`config.mk`:
```
export PLATFORM = sky130hd
export DESIGN_NAME = switch_spi_command_port
export DESIGN_NICKNAME = d
export VERILOG_FILES = /design/src/switch_spi_pkg.sv /design/src/input_sync.sv /design/src/output_combine.sv /design/src/switch_spi_command_port.sv
export SDC_FILE = /design/constraint.sdc
export NUM_CORES = 1
export LEC_CHECK = 0
export ABC_AREA = 1
export BUFFER_PORTS_ARGS = -buffer_cell sky130_fd_sc_hd__buf_4
export CAP_MARGIN = 0
export CORE_ASPECT_RATIO = 1.75
export CORE_MARGIN = 2
export CORE_UTILIZATION = 39
export DETAILED_ROUTE_END_ITERATION = 10
export SLEW_MARGIN = 10
export SYNTH_ARGS = -nofsm -noshare
export SYNTH_HDL_FRONTEND = slang
export SYNTH_SLANG_ARGS = --single-unit
```
`constraint.sdc`:
```
create_clock -name sys_clk -period 3.32 [get_ports sys_clk]
set_clock_uncertainty 0.15 [all_clocks]
set_input_delay 0.166 -clock sys_clk [delete_from_list [all_inputs] [get_ports sys_clk]]
set_output_delay 0.166 -clock sys_clk [all_outputs]
set_load 0.1 [all_outputs]
```
`src/switch_spi_pkg.sv`:
```
package switch_spi_pkg;

  localparam int WORD_W = 16;
  localparam int DATA_W = 12;
  localparam int NUM_HS = 4;
  localparam int CNT_W  = 4;

  // Command word fields
  localparam int ADDR_LSB = 12;
  localparam int ADDR_MSB = 14;
  localparam int WD_BIT   = 15;
  localparam int WDT_LSB  = 4;
  localparam int WDT_MSB  = 5;

  // Address field read as word[14:12]; D12 is the first letter of a pattern
  localparam logic [2:0] ADDR_OUT_CTL  = 3'h0;
  localparam logic [2:0] ADDR_DIR_EN   = 3'h4;
  localparam logic [2:0] ADDR_LOGIC_FN = 3'h2;
  localparam logic [2:0] ADDR_WD_CFG   = 3'h6;

  // Reset values
  localparam logic [DATA_W-1:0] CFG_RST  = 12'h000;
  localparam logic [WORD_W-1:0] WORD_RST = 16'h0000;
  localparam logic [1:0]        WDT_RST  = 2'h0;
  localparam logic [CNT_W-1:0]  CNT_RST  = 4'h0;
  localparam logic [CNT_W-1:0]  CNT_LAST = 4'hF;

  // Positions in the synchronised input bundle
  localparam int SYN_SCLK  = 0;
  localparam int SYN_SI    = 1;
  localparam int SYN_SEL   = 2;
  localparam int SYN_LS    = 3;
  localparam int SYN_FSI   = 4;
  localparam int SYN_WAKE  = 5;
  localparam int SYN_HS    = 6;
  localparam int SYN_FLT   = 10;
  localparam int SYN_W     = 22;

  // Select idles high, so its synchroniser resets high
  localparam logic [SYN_W-1:0] SYN_RST = 22'h000004;

endpackage

```
`src/input_sync.sv`:
```
module input_sync #(
  parameter int                   W       = 1,
  parameter logic [W-1:0]         RST_VAL = '0
) (
  input  wire logic         sys_clk,
  input  wire logic         resetn,
  input  wire logic [W-1:0] async_in,
  output logic      [W-1:0] sync_out
);

  logic [W-1:0] meta_r;

  // First stage feeds only the second stage
  always_ff @(posedge sys_clk or negedge resetn) begin
    if (!resetn) begin
      meta_r   <= RST_VAL;
      sync_out <= RST_VAL;
    end else begin
      meta_r   <= async_in;
      sync_out <= meta_r;
    end
  end

endmodule

```
`src/output_combine.sv`:
```
module output_combine (
  input  wire logic [11:0] out_ctl,
  input  wire logic [11:0] dir_en_n,
  input  wire logic [11:0] logic_fn,
  input  wire logic [3:0]  hs_in,
  input  wire logic        ls_in,
  output logic      [11:0] out_nxt
);

  genvar i;
  generate
    for (i = 0; i < switch_spi_pkg::DATA_W; i++) begin : g_out
      wire src;
      wire mixed;
      if (i < switch_spi_pkg::NUM_HS) begin : g_hs
        assign src = hs_in[i];
      end else begin : g_ls
        assign src = ls_in;
      end
      // One selects AND, zero selects OR
      assign mixed = logic_fn[i] ? (src & out_ctl[i])
                                 : (src | out_ctl[i]);
      // Zero in the enable register hands the output to its pin
      assign out_nxt[i] = dir_en_n[i] ? out_ctl[i] : mixed;
    end
  endgenerate

endmodule

```
`src/switch_spi_command_port.sv`:
```
// Operation
// - Sample serial input on clock falling edge
// - Change serial output on clock rising edge
// - Select high: ignore clock, input; output off
// - Drive serial output only while select low
// - Sixteen-bit words, most significant bit first
// - Bits 0-11 data, 12-14 address, 15 watchdog
// - Select rising commits word to addressed register
// - Select falling loads status into output shifter
// - Commit only whole multiples of sixteen bits
// - Status bits 0-11 flag faulted outputs
// - Bits 12-14 show inputs chosen by echo
// - Control register drives high and low outputs
// - Zero bit puts output under pin control
// - One in low bits ANDs pin and control
// - Bit 15 is watchdog input, not data
// - Watchdog config bits 4,5 select timeout
// - Zero ORs pin and control; low side alike
// - Echo picks inputs 0,1,fail-safe or 2,3,wake
// - After sixteen status bits, echo received bits
// - Select rising re-arms fault capture
module switch_spi_command_port (
  input  wire logic        sys_clk,
  input  wire logic        resetn,
  input  wire logic        sclk,
  input  wire logic        serial_in,
  input  wire logic        select_low,
  output logic             serial_out,
  output logic             serial_out_oe,
  input  wire logic [3:0]  high_side_direct_input,
  input  wire logic        low_side_direct_input,
  input  wire logic        fail_safe_input,
  input  wire logic        wake_input,
  input  wire logic [11:0] output_fault_in,
  output logic      [3:0]  high_side_outputs,
  output logic      [7:0]  low_side_outputs,
  output logic             watchdog_in_bit,
  output logic             watchdog_strobe,
  output logic      [1:0]  watchdog_timeout_sel,
  output logic             watchdog_echo_bit
);

  localparam int DW = switch_spi_pkg::DATA_W;
  localparam int WW = switch_spi_pkg::WORD_W;
  localparam int NH = switch_spi_pkg::NUM_HS;

  // Synchronised pins
  logic [switch_spi_pkg::SYN_W-1:0] raw_in;
  logic [switch_spi_pkg::SYN_W-1:0] syn;

  assign raw_in = {output_fault_in, high_side_direct_input, wake_input,
                   fail_safe_input, low_side_direct_input, select_low,
                   serial_in, sclk};

  input_sync #(
    .W       (switch_spi_pkg::SYN_W),
    .RST_VAL (switch_spi_pkg::SYN_RST)
  ) u_sync (
    .sys_clk  (sys_clk),
    .resetn   (resetn),
    .async_in (raw_in),
    .sync_out (syn)
  );

  wire          sclk_s  = syn[switch_spi_pkg::SYN_SCLK];
  wire          si_s    = syn[switch_spi_pkg::SYN_SI];
  wire          sel_s   = syn[switch_spi_pkg::SYN_SEL];
  wire          ls_s    = syn[switch_spi_pkg::SYN_LS];
  wire          fsi_s   = syn[switch_spi_pkg::SYN_FSI];
  wire          wake_s  = syn[switch_spi_pkg::SYN_WAKE];
  wire [NH-1:0] hs_s    = syn[switch_spi_pkg::SYN_HS +: NH];
  wire [DW-1:0] fault_s = syn[switch_spi_pkg::SYN_FLT +: DW];

  // Edge detection
  logic sclk_d_r;
  logic sel_d_r;

  always_ff @(posedge sys_clk or negedge resetn) begin
    if (!resetn) begin
      sclk_d_r <= 1'b0;
      sel_d_r  <= 1'b1;
    end else begin
      sclk_d_r <= sclk_s;
      sel_d_r  <= sel_s;
    end
  end

  wire in_frame  = !sel_s && !sel_d_r;
  wire sel_fall  = !sel_s && sel_d_r;
  wire sel_rise  = sel_s && !sel_d_r;
  // Clock and data only count inside a frame
  wire sclk_fall = in_frame && !sclk_s && sclk_d_r;
  wire sclk_rise = in_frame && sclk_s && !sclk_d_r;

  // Shift registers and bit counter
  logic [WW-1:0]                    rx_sr_r;
  logic [WW-1:0]                    rx_sr_nxt;
  logic [WW-1:0]                    tx_sr_r;
  logic [WW-1:0]                    tx_sr_nxt;
  logic [WW-1:0]                    tx_fill_nxt;
  logic [switch_spi_pkg::CNT_W-1:0] bit_cnt_r;
  logic                             word_seen_r;
  logic                             oe_r;
  logic [DW-1:0]                    fault_lat_r;
  logic [WW-1:0]                    status_word;
  logic [2:0]                       pin_view;

  assign rx_sr_nxt = {rx_sr_r[WW-2:0], si_s};
  assign tx_sr_nxt   = {tx_sr_r[WW-2:0], 1'b0};
  // Received bit drops into the stage a rise just vacated, so the
  // first one follows status bit 0 with no spare stage in between
  assign tx_fill_nxt = {tx_sr_r[WW-1:1], si_s};

  // Echo picks which three pins are reported
  assign pin_view = watchdog_echo_bit ? {hs_s[2], hs_s[3], wake_s}
                                      : {hs_s[0], hs_s[1], fsi_s};
  assign status_word = {watchdog_echo_bit, pin_view,
                        fault_lat_r | fault_s};

  always_ff @(posedge sys_clk or negedge resetn) begin
    if (!resetn) begin
      rx_sr_r <= switch_spi_pkg::WORD_RST;
    end else if (sclk_fall) begin
      rx_sr_r <= rx_sr_nxt;
    end
  end

  always_ff @(posedge sys_clk or negedge resetn) begin
    if (!resetn) begin
      tx_sr_r <= switch_spi_pkg::WORD_RST;
    end else if (sel_fall) begin
      tx_sr_r <= status_word;
    end else if (sclk_rise) begin
      tx_sr_r <= tx_sr_nxt;
    end else if (sclk_fall) begin
      tx_sr_r <= tx_fill_nxt;
    end
  end

  always_ff @(posedge sys_clk or negedge resetn) begin
    if (!resetn) begin
      bit_cnt_r   <= switch_spi_pkg::CNT_RST;
      word_seen_r <= 1'b0;
    end else if (sel_fall) begin
      bit_cnt_r   <= switch_spi_pkg::CNT_RST;
      word_seen_r <= 1'b0;
    end else if (sclk_fall) begin
      bit_cnt_r <= bit_cnt_r + 1'b1;
      if (bit_cnt_r == switch_spi_pkg::CNT_LAST) begin
        word_seen_r <= 1'b1;
      end
    end
  end

  // Output driver enabled only during the frame
  always_ff @(posedge sys_clk or negedge resetn) begin
    if (!resetn) begin
      oe_r <= 1'b0;
    end else if (sel_fall) begin
      oe_r <= 1'b1;
    end else if (sel_rise) begin
      oe_r <= 1'b0;
    end
  end

  assign serial_out    = tx_sr_r[WW-1];
  assign serial_out_oe = oe_r;

  // Faults stay sticky until the frame ends; a new fault beats the clear
  always_ff @(posedge sys_clk or negedge resetn) begin
    if (!resetn) begin
      fault_lat_r <= switch_spi_pkg::CFG_RST;
    end else if (sel_rise) begin
      fault_lat_r <= fault_s;
    end else begin
      fault_lat_r <= fault_lat_r | fault_s;
    end
  end

  // Commit decode
  wire       word_ok  = word_seen_r &&
                        (bit_cnt_r == switch_spi_pkg::CNT_RST);
  wire       commit   = sel_rise && word_ok;
  wire [2:0] addr     = rx_sr_r[switch_spi_pkg::ADDR_MSB:
                                switch_spi_pkg::ADDR_LSB];
  wire [DW-1:0] data  = rx_sr_r[DW-1:0];
  wire       wd_bit   = rx_sr_r[switch_spi_pkg::WD_BIT];
  wire       wr_ctl   = commit && (addr == switch_spi_pkg::ADDR_OUT_CTL);
  wire       wr_den   = commit && (addr == switch_spi_pkg::ADDR_DIR_EN);
  wire       wr_lfn   = commit && (addr == switch_spi_pkg::ADDR_LOGIC_FN);
  wire       wr_wdc   = commit && (addr == switch_spi_pkg::ADDR_WD_CFG);

  logic [DW-1:0] output_on_off_control_r;
  logic [DW-1:0] direct_control_enable_r;
  logic [DW-1:0] direct_logic_function_r;
  logic [DW-1:0] out_nxt;
  logic          strobe_r;

  always_ff @(posedge sys_clk or negedge resetn) begin
    if (!resetn) begin
      output_on_off_control_r <= switch_spi_pkg::CFG_RST;
      direct_control_enable_r <= switch_spi_pkg::CFG_RST;
      direct_logic_function_r <= switch_spi_pkg::CFG_RST;
    end else begin
      if (wr_ctl) begin
        output_on_off_control_r <= data;
      end
      if (wr_den) begin
        direct_control_enable_r <= data;
      end
      if (wr_lfn) begin
        direct_logic_function_r <= data;
      end
    end
  end

  // Watchdog bit travels with every whole word, but only the
  // control register write sets the echo seen in the status word
  always_ff @(posedge sys_clk or negedge resetn) begin
    if (!resetn) begin
      watchdog_in_bit      <= 1'b0;
      strobe_r             <= 1'b0;
      watchdog_timeout_sel <= switch_spi_pkg::WDT_RST;
      watchdog_echo_bit    <= 1'b0;
    end else begin
      strobe_r <= commit;
      if (commit) begin
        watchdog_in_bit <= wd_bit;
      end
      if (wr_ctl) begin
        watchdog_echo_bit <= wd_bit;
      end
      if (wr_wdc) begin
        watchdog_timeout_sel <=
          {rx_sr_r[switch_spi_pkg::WDT_MSB],
           rx_sr_r[switch_spi_pkg::WDT_LSB]};
      end
    end
  end

  assign watchdog_strobe = strobe_r;

  output_combine u_comb (
    .out_ctl  (output_on_off_control_r),
    .dir_en_n (direct_control_enable_r),
    .logic_fn (direct_logic_function_r),
    .hs_in    (hs_s),
    .ls_in    (ls_s),
    .out_nxt  (out_nxt)
  );

  always_ff @(posedge sys_clk or negedge resetn) begin
    if (!resetn) begin
      high_side_outputs <= '0;
      low_side_outputs  <= '0;
    end else begin
      high_side_outputs <= out_nxt[NH-1:0];
      low_side_outputs  <= out_nxt[DW-1:NH];
    end
  end
endmodule

```
==> results of run 1 <==
## layer usage
| metal | vias up | track usage [%] |
|---|---|---|
| met3 | 17 | 4.22 |
| met1 | 1802 | 18.9 |
| li1 | 1855 | - |
| met4 | 0 | 5.55 |
| met2 | 90 | 25.9 |
| met5 | - | 0 |
## flip-flops by register name, summed over array words and instances, names as in the netlist, 12 cells and up
name and cells:
output_on_off_control_r 12, direct_logic_function_r 12, direct_control_enable_r 12, tx_sr_r 16
u_sync.meta_r 22, rx_sr_r 16, u_sync.sync_out 22, fault_lat_r 12
## cell usage after synthesis (all sizes together)
cell	count	area, um^2
nand2	157	589
dfrtp	146	3650
nand3	73	370
o21ai	37	185
nor2	27	111
inv	25	93.8
buf	16	78.8
o21bai	12	90.1
o31ai	12	90.1
ha	5	62.6
clkbuf	4	15.0
dfstp	3	78.8
nand4	3	18.8
a21oi	1	5.00
nand3b	1	7.51
nor3	1	5.00
## power groups by stage
stage	combinational, mW	sequential, mW	clock [mW]
6_report	0.378	2.00	1.88
4_1_cts	0.385	2.00	1.92
2_1_floorplan	0.112	2.15	0
3_5_place_dp	0.363	2.03	0
3_3_place_gp	0.358	2.03	0
5_1_grt	0.419	2.02	2.01
## path summary, 6_finish.rpt
check,cells after the start,slack (ns),startpoint,endpoint
min in group asynchronous,2,0.25,resetn,rx_sr_r[14]
max in group asynchronous,3,1.94,resetn,u_sync.sync_out[8]
setup reg to reg,6,0.74,u_sync.sync_out[2],output_on_off_control_r[0]
hold / removal,0,0.20,u_sync.meta_r[11],u_sync.sync_out[11]
setup / recovery,6,0.74,u_sync.sync_out[2],output_on_off_control_r[0]
hold reg to reg,0,0.20,u_sync.meta_r[11],u_sync.sync_out[11]
## kinds of logic (layout without fill, tap and decap cells)
logic type / after synthesis / after routing / synth area share (%)
and+or+nand+nor: 262 / 262 / 20.2
buffers and inverters: 45 / 130 / 3.44
AOI/OAI and AO/OA: 62 / 62 / 6.79
adders and majority gates: 5 / 5 / 1.15
DFF: 149 / 149 / 68.4
## area by class of cell
class / count / area [um^2]
clock buffers: 19 / 443
clock inverters: 13 / 149
fillers: 1261 / 6970
inverters: 25 / 93.8
multi-input cells: 329 / 1540
flip-flops and latches: 149 / 3730
well taps: 177 / 221
repair buffers: 73 / 622
## repair_timing
item	4_1_cts	5_1_grt
hold buffers	23	0
hold endpoints to repair	112	0
resized for setup	0	0
## worst max-delay path: stages, from the launching register on
cell and delay, ns:
dfstp_2 0.54, ha_1 0.47, nand3_2 0.18, nor2_4 0.38, nand2_1 0.49, nand2_1 0.18
nand2_1 0.06
## stage by stage
step	cell area [um^2]	setup WS, ns	total power, mW
finish	6800	0.744	4.26
global route	6800	0.515	4.45
CTS	6800	0.730	4.31
detailed placement	5970	0.745	2.40
global placement	5970	0.796	2.39
floorplan	5460	1.63	2.26
==> metrics, run 1 <==
DRC=0; first-pass GRT wire length=roughly 18000 um; hold slack=around 0.20 ns; Fmax=~390 MHz; final WL=~10000 um; Core Area=approximately 0.014 mm^2; met2 wire length=between 5000 and 6000 um; largest net degree at the start of global routing=95; Psw=approximately 1.1 mW; Tot GR Track Use=about 15%; worst slew pin tran=approximately 0.85 ns; fin cells=approximately 790; Placed Cells incl. Taps=730; RSZ-0062 raised after global routing=false; clk sinks=~150; initial antenna violation count=0; outcome=finished, final reports clean; Warnings, synthesis=0; diodes inserted=0; Top Ports=between 40 and 50; GR Overflow Total=0; wl on met1=approximately 4200 um; Pwr Density=around 630 mW/mm^2; IO buf count=between 40 and 50; CTS buffer count=17; switch share=25.3%; Worst EP required=between 3 and 4 ns; share of layout cells above drive strength 1=14.6%; Logic pwr share=a little under 9%; vias in the first global route=between 3000 and 4000; Peak VDD IR=0.399 mV; Setup violations, final=0; hpwl dp=approximately 6800 um; Flop pwr share=between 40 and 50%; via/cell ratio=approximately 4.8; Die Wd=93.4 um; FP Rows=57; relative slew slack=between 40% and 50%; clk buf depth=2; Leak=around 3.4 nW; wire length per cell=13.1 um; 1st-pass router iterations=4; crit path time final=2.58 ns; DR iter-0 viols=about 170; clk_lat worst skew=around 0.41 ns; Gate Count Post-Synth=between 500 and 600; top sig layer=met4; clk slew on worst S/H paths=roughly 0.060 ns; final hold viol count=0; CP max FO=23; setup tns final=0 ns; Vias=3764; final slew viol count=0; Yosys reg bits=roughly 150; CTS Root Cell=clkbuf_16; H-Tree Level Count=4; syn_nets=between 500 and 600; CTS tree=yes; Hold Crit Class=flip-flop to flip-flop; starting density of the core=39.6%; final core occ=49.4%; Yosys cell types=21; final net count=between 600 and 700; routed wl met3=366 um; MaxCap Viol Count=0; sequential cell area fraction in the yosys report=roughly 68%; setup bufs post-CTS=0; Crit Path Class=flip-flop to flip-flop; fin crit share=77.6%; area of the mapped netlist=0.00546 mm^2; clock group share of total power=between 40% and 50%; Pint=approximately 3.2 mW; layout overhead on the synthesized area=24.6%; CP Capture Type=flip-flop; die footprint=0.0150 mm^2; RD Place Congestion=between 0.8 and 0.9; most frequent cells in the layout=157 x nand2_1, 146 x dfrtp_1, 72 x nand3_1; most common cell after layout, fill and taps aside=nand2_1; Worst Path Arrival=2.72 ns; syn avg cell area=around 10 um^2; CP Launch Type=flip-flop; Die Ht=roughly 160 um; Antenna Nets Post-Route=0
Power figures use the tool's default switching activity.
==> run 2: changes to the inputs <==
--- a/config.mk
+++ b/config.mk
@@ -5,7 +5,7 @@
 export SDC_FILE = /design/constraint.sdc
 export NUM_CORES = 1
 export LEC_CHECK = 0
-export ABC_AREA = 1
+export ABC_AREA = 0
 export BUFFER_PORTS_ARGS = -buffer_cell sky130_fd_sc_hd__buf_4
 export CAP_MARGIN = 0
 export CORE_ASPECT_RATIO = 1.75
==> constraint.sdc (replaced) <==
create_clock -name sys_clk -period 2.3 [get_ports sys_clk]
set_clock_uncertainty 0.15 [all_clocks]
set_input_delay 0.115 -clock sys_clk [delete_from_list [all_inputs] [get_ports sys_clk]]
set_output_delay 0.115 -clock sys_clk [all_outputs]
set_load 0.1 [all_outputs]
==> metrics, run 2 <==
CTS buffer count=17; wire length per cell=around 15 um; Hold Crit Class=input port to asynchronous set/reset pin; CTS Root Cell=clkbuf_16; largest net degree at the start of global routing=55; final hold viol count=0; Peak VDD IR=between 0.4 and 0.5 mV; Reg2Reg Setup Slack=0.15 ns; switch share=approximately a quarter; Worst R2R Path Depth=5; share of layout cells above drive strength 1=31.2%; Cell Chain, Critical Path=ha_1 > nand4bb_4 > nor4_4 > buf_4 > mux2_2; Top Ports=43; IO buf count=42; H-Tree Level Count=4; post-cts sizing count=0; CP max FO=8; Worst EP required=2.45 ns; Crit Path Class=flip-flop to flip-flop; MaxCap Viol Count=0; Yosys cell types=32; Final Power=between 6 and 7 mW; crit path time final=~2.1 ns; final WL=about 10000 um; outcome=finished, final reports clean; crit path buf inv count=1; Psw=1.48 mW; vias in the first global route=approximately 3500; Slowest-stage cell, CP=dfstp_2; final net count=500; Vias=around 3200; clk_lat worst skew=roughly 0.41 ns; Pwr Density=approximately 870 mW/mm^2; area of the mapped netlist=~0.0055 mm^2; final core occ=approximately half; Die Ht=between 150 and 200 um; worst slew pin tran=roughly 0.56 ns; GR Overflow Total=0; Warnings, synthesis=0; initial antenna violation count=0; Logic pwr share=under 10%; via/cell ratio=slightly below 5; CTS tree=yes; CP Capture Type=flip-flop; Gate Count Post-Synth=389; syn_nets=roughly 420; CP Launch Type=flip-flop; diodes inserted=0; Post-synth EDFFs=0; Async S/R FF share, synth=100%; FP Rows=57; syn avg cell area=between 10 and 15 um^2; die footprint=0.0150 mm^2; Core Area=between 0.01 and 0.015 mm^2; final slew viol count=0; Setup violations, final=0; Antenna Nets Post-Route=0; first-pass GRT wire length=around 17000 um; DR iter-0 viols=between 100 and 150; Worst Path Arrival=about 2.3 ns; Die Wd=between 90 and 100 um; clk slew on worst S/H paths=0.06 ns; top post-synthesis cells by area=dfrtp_1 67%, mux2_2 11%, o21ai_0 2.6%, mux2i_1 2.2%, nor2_1 2.0%; most common cell after layout, fill and taps aside=dfrtp_1; clk sinks=149; RSZ-0062 raised after global routing=false; biggest registers after layout=u_sync.meta_r x22, u_sync.sync_out x22; WP depth=5; 1st-pass router iterations=4; hpwl dp=about 6700 um; clk buf depth=2; layout overhead on the synthesized area=26.1%; RD Place Congestion=about 0.76; fin crit share=93.3%; crit-path leading delay family=flip-flops; largest area contributor in the netlist=dfrtp_1; top cell types by occurrence after synthesis=146 x dfrtp_1, 54 x mux2_2, 29 x nor2_1; sequential cell area fraction in the yosys report=68.1%; max incr delay on CP=0.55 ns; Tot GR Track Use=between 10% and 20%; Yosys reg bits=149; most frequent cells in the layout=146 x dfrtp_1, 54 x mux2_2, 51 x buf_4; dominant synthesized flop cell=dfrtp_1; clock group share of total power=between 40% and 50%; relative slew slack=a little over three fifths; area share of the largest cell type after synthesis=around two thirds; Leak=3.12 nW; most frequent cell after synthesis=dfrtp_1; DRC=0; Pint=4.54 mW; starting density of the core=39.6%; setup tns final=0 ns; Fmax=between 400 and 500 MHz; Flop pwr share=between 40 and 50%
run 2: cell types whose count changed after synthesis, moves of 9 or more:
cell / before / now
mux2i_1: 0 / 12
nand2_1: 157 / 15
a21o_1: 0 / 12
mux2_2: 0 / 54
o31ai_1: 12 / 1
nor3_1: 1 / 20
buf_2: 15 / 3
o21ai_0: 37 / 28
a211oi_1: 0 / 9
nand3_1: 72 / 1
o21bai_1: 12 / 0
run 2: worst paths after layout:
| kind | startpoint | to |
|---|---|---|
| setup / recovery | u_sync.sync_out[2] | direct_control_enable_r[8] |
| hold / removal | resetn | fault_lat_r[8] |
| setup reg to reg | u_sync.sync_out[2] | direct_control_enable_r[8] |
| hold reg to reg | u_sync.meta_r[19] | u_sync.sync_out[19] |
| max in group asynchronous | resetn | u_sync.meta_r[14] |
| min in group sys_clk | low_side_direct_input | u_sync.meta_r[3] |
run 2: timing repair:
item	4_1_cts	5_1_grt
setup buffers	0	0
hold buffers	23	0
hold endpoints to repair	136	0
run 2: cell type report:
class | instances | area [um^2]
sequential | 149 | 3730
multi-input combinational | 206 | 1600
fill | 1224 | 6930
timing repair buffer | 78 | 684
tap | 177 | 221
clock buffer | 18 | 429
inverter | 19 | 71.3
clock inverter | 14 | 164
run 2: logic make-up after synthesis:
kind of cell,share of synthesized area (%)
xor+xnor,0.320
fa+ha+maj,1.14
buf+inv,2.60
flops,68.1
compound gates,6.14
simple gates,7.81
mux,13.8
run 2: layer usage:
| layer | part of all wire, % | vias to the layer above | track usage [%] |
|---|---|---|---|
| met2 | 53 | 45 | 25.5 |
| met5 | 0 | - | 0 |
| met3 | 2.8 | 9 | 3.71 |
| met4 | 1.0 | 0 | 5.86 |
| li1 | - | 1510 | - |
| met1 | 43 | 1621 | 17.9 |
run 2: power groups by stage:
| stage | registers, mW | clock network (mW) | logic [mW] |
|---|---|---|---|
| 3_5_place_dp | 2.90 | 0 | 0.388 |
| 3_3_place_gp | 2.89 | 0 | 0.378 |
| 2_1_floorplan | 2.97 | 0 | 0.133 |
| 5_1_grt | 2.87 | 2.95 | 0.450 |
| 6_report | 2.85 | 2.76 | 0.413 |
| 4_1_cts | 2.85 | 2.82 | 0.423 |
run 2: stage by stage:
step / cell area, um^2 / cells / setup slack, ns / hold WS, ns
after global placement: 6080 / 606 / 0.235 / -0.0435
after global routing: 6910 / 661 / 0.0640 / 0.112
after floorplan: 5480 / 389 / 0.248 / -0.331
after detailed placement: 6080 / 606 / 0.153 / -0.0395
final: 6910 / 661 / 0.155 / 0.0697
after CTS: 6910 / 661 / 0.145 / 0.0900
==> run 3: changes to the inputs <==
--- a/config.mk
+++ b/config.mk
@@ -10,7 +10,7 @@
 export CAP_MARGIN = 0
 export CORE_ASPECT_RATIO = 1.75
 export CORE_MARGIN = 2
-export CORE_UTILIZATION = 39
+export CORE_UTILIZATION = 44
 export DETAILED_ROUTE_END_ITERATION = 10
 export SLEW_MARGIN = 10
 export SYNTH_ARGS = -nofsm -noshare
==> metrics, run 3 (synthesis results as in run 2) <==
first-pass GRT wire length=16800 um; Worst R2R Path Depth=5; hold slack=roughly 0.0033 ns; crit path from=u_sync.sync_out[2]; most frequent cells in the layout=146 x dfrtp_1, 54 x mux2_2, 46 x buf_4; H-Tree Level Count=4; Top Ports=43; 1st-pass router iterations=4; relative slew slack=about 63%; Setup violations, final=0; Crit Path Class=flip-flop to flip-flop; outcome=finished, final reports clean; final WL=around 10000 um; CP Launch Type=flip-flop; Core Area=~0.012 mm^2; Antenna Nets Post-Route=0; Peak VDD IR=approximately 0.5 mV; via/cell ratio=4.91; share of layout cells above drive strength 1=30.6%; CP Capture Type=flip-flop; CP max FO=13; Leak=3.11 nW; R2R Path End=watchdog_echo_bit; final hold viol count=0; most common cell after layout, fill and taps aside=dfrtp_1; wire length per cell=between 15 and 20 um; layout overhead on the synthesized area=26.0%; DR iter-0 viols=~220; final slew viol count=0; hpwl dp=between 6000 and 7000 um; diodes inserted=0; worst slew pin tran=approximately 0.55 ns; clk sinks=between 100 and 150; clk_lat worst skew=about 0.41 ns; CTS buffer count=17; initial antenna violation count=0; CTS tree=yes; Die Ht=152 um; MaxCap Viol Count=0; GR Overflow Total=0; DRC=0; largest net degree at the start of global routing=56; Hold Crit Class=input port to asynchronous set/reset pin; final net count=497; Pwr Density=873 mW/mm^2; Reg2Reg Setup Slack=between 0.15 and 0.2 ns; fin crit share=91.5%; setup tns final=0 ns; die footprint=around 0.013 mm^2; Final Power=6.03 mW; CTS Root Cell=clkbuf_16; RD Place Congestion=roughly 0.7; IO buf count=42; Vias=around 3200; CP endpoint=watchdog_echo_bit; starting density of the core=~45%; FP Rows=54; Tot GR Track Use=between 15 and 20%; Worst Path Arrival=2.25 ns; Worst EP required=around 2.4 ns; clk slew on worst S/H paths=about 0.06 ns; vias in the first global route=3382; start of the worst register-to-register path=u_sync.sync_out[2]; Fmax=roughly 480 MHz; Die Wd=a little under 90 um; biggest registers after layout=u_sync.meta_r x22, u_sync.sync_out x22; clk buf depth=2; crit path time final=about 2.1 ns; RSZ-0062 raised after global routing=false
[run 3: changes by cell type in the layout (fill, tap and decap cells not counted), moves of 2 or more]
cell / before / now
buf_12: 3 / 5
buf_4: 51 / 46
clkinv_2: 0 / 3
inv_6: 6 / 2
[run 3: how the worst min path moves through the flow]
| stage | endpoint | slack [ns] | cells after the start |
|---|---|---|---|
| 5_1_grt | tx_sr_r[6] | 0.03 | 2 |
| 3_3_place_gp | tx_sr_r[6] | -0.13 | 1 |
| 2_1_floorplan | bit_cnt_r[0] | -0.33 | 0 |
| 6_report | fault_lat_r[3] | 0.003 | 2 |
| 3_5_place_dp | tx_sr_r[6] | -0.13 | 1 |
| 4_1_cts | tx_sr_r[6] | 0.01 | 2 |
[run 3: worst max-delay path, cell delays in order (launching register included)]
cell	delay [ns]
dfstp_2	0.55
ha_1	0.22
nand4bb_4	0.20
nor4_4	0.24
buf_4	0.27
mux2_2	0.37
[run 3: power breakdown]
part / internal (mW) / leakage (nW) / switching [mW] / total (mW)
clock: 1.73 / 0.286 / 1.04 / 2.77
combinational: 0.160 / 0.995 / 0.248 / 0.408
sequential: 2.76 / 1.83 / 0.0942 / 2.85
total: 4.65 / 3.11 / 1.38 / 6.03
[run 3: metrics by stage]
stage | utilization (%) | std cells | instance area, um^2 | worst slack (ns)
global placement | 49.4 | 594 | 6070 | 0.247
global route | 56.1 | 648 | 6900 | 0.124
detailed placement | 49.4 | 594 | 6070 | 0.195
finish | 56.1 | 648 | 6900 | 0.195
CTS | 56.1 | 648 | 6900 | 0.175
floorplan | - | 389 | 5480 | 0.248
[run 3: area by class of cell]
class / instances / area, um^2
fill: 1037 / 5400
sequential: 149 / 3730
multi-input combinational: 206 / 1600
timing repair buffer: 75 / 687
clock buffer: 19 / 443
tap: 168 / 210
clock inverter: 12 / 154
inverter: 19 / 71.3
[run 3: what timing repair did]
item	CTS	global route
endpoints found under the hold margin	168	0
setup endpoints to repair	0	0
hold buffers	23	0
gates resized for setup	0	0
setup buffers	0	0
[run 3: metal layers]
layer	global-route usage, %	share of wire [%]
met2	28.4	54
met3	4.44	2.8
met4	6.14	1.6
met1	20.1	42
met5	0	0
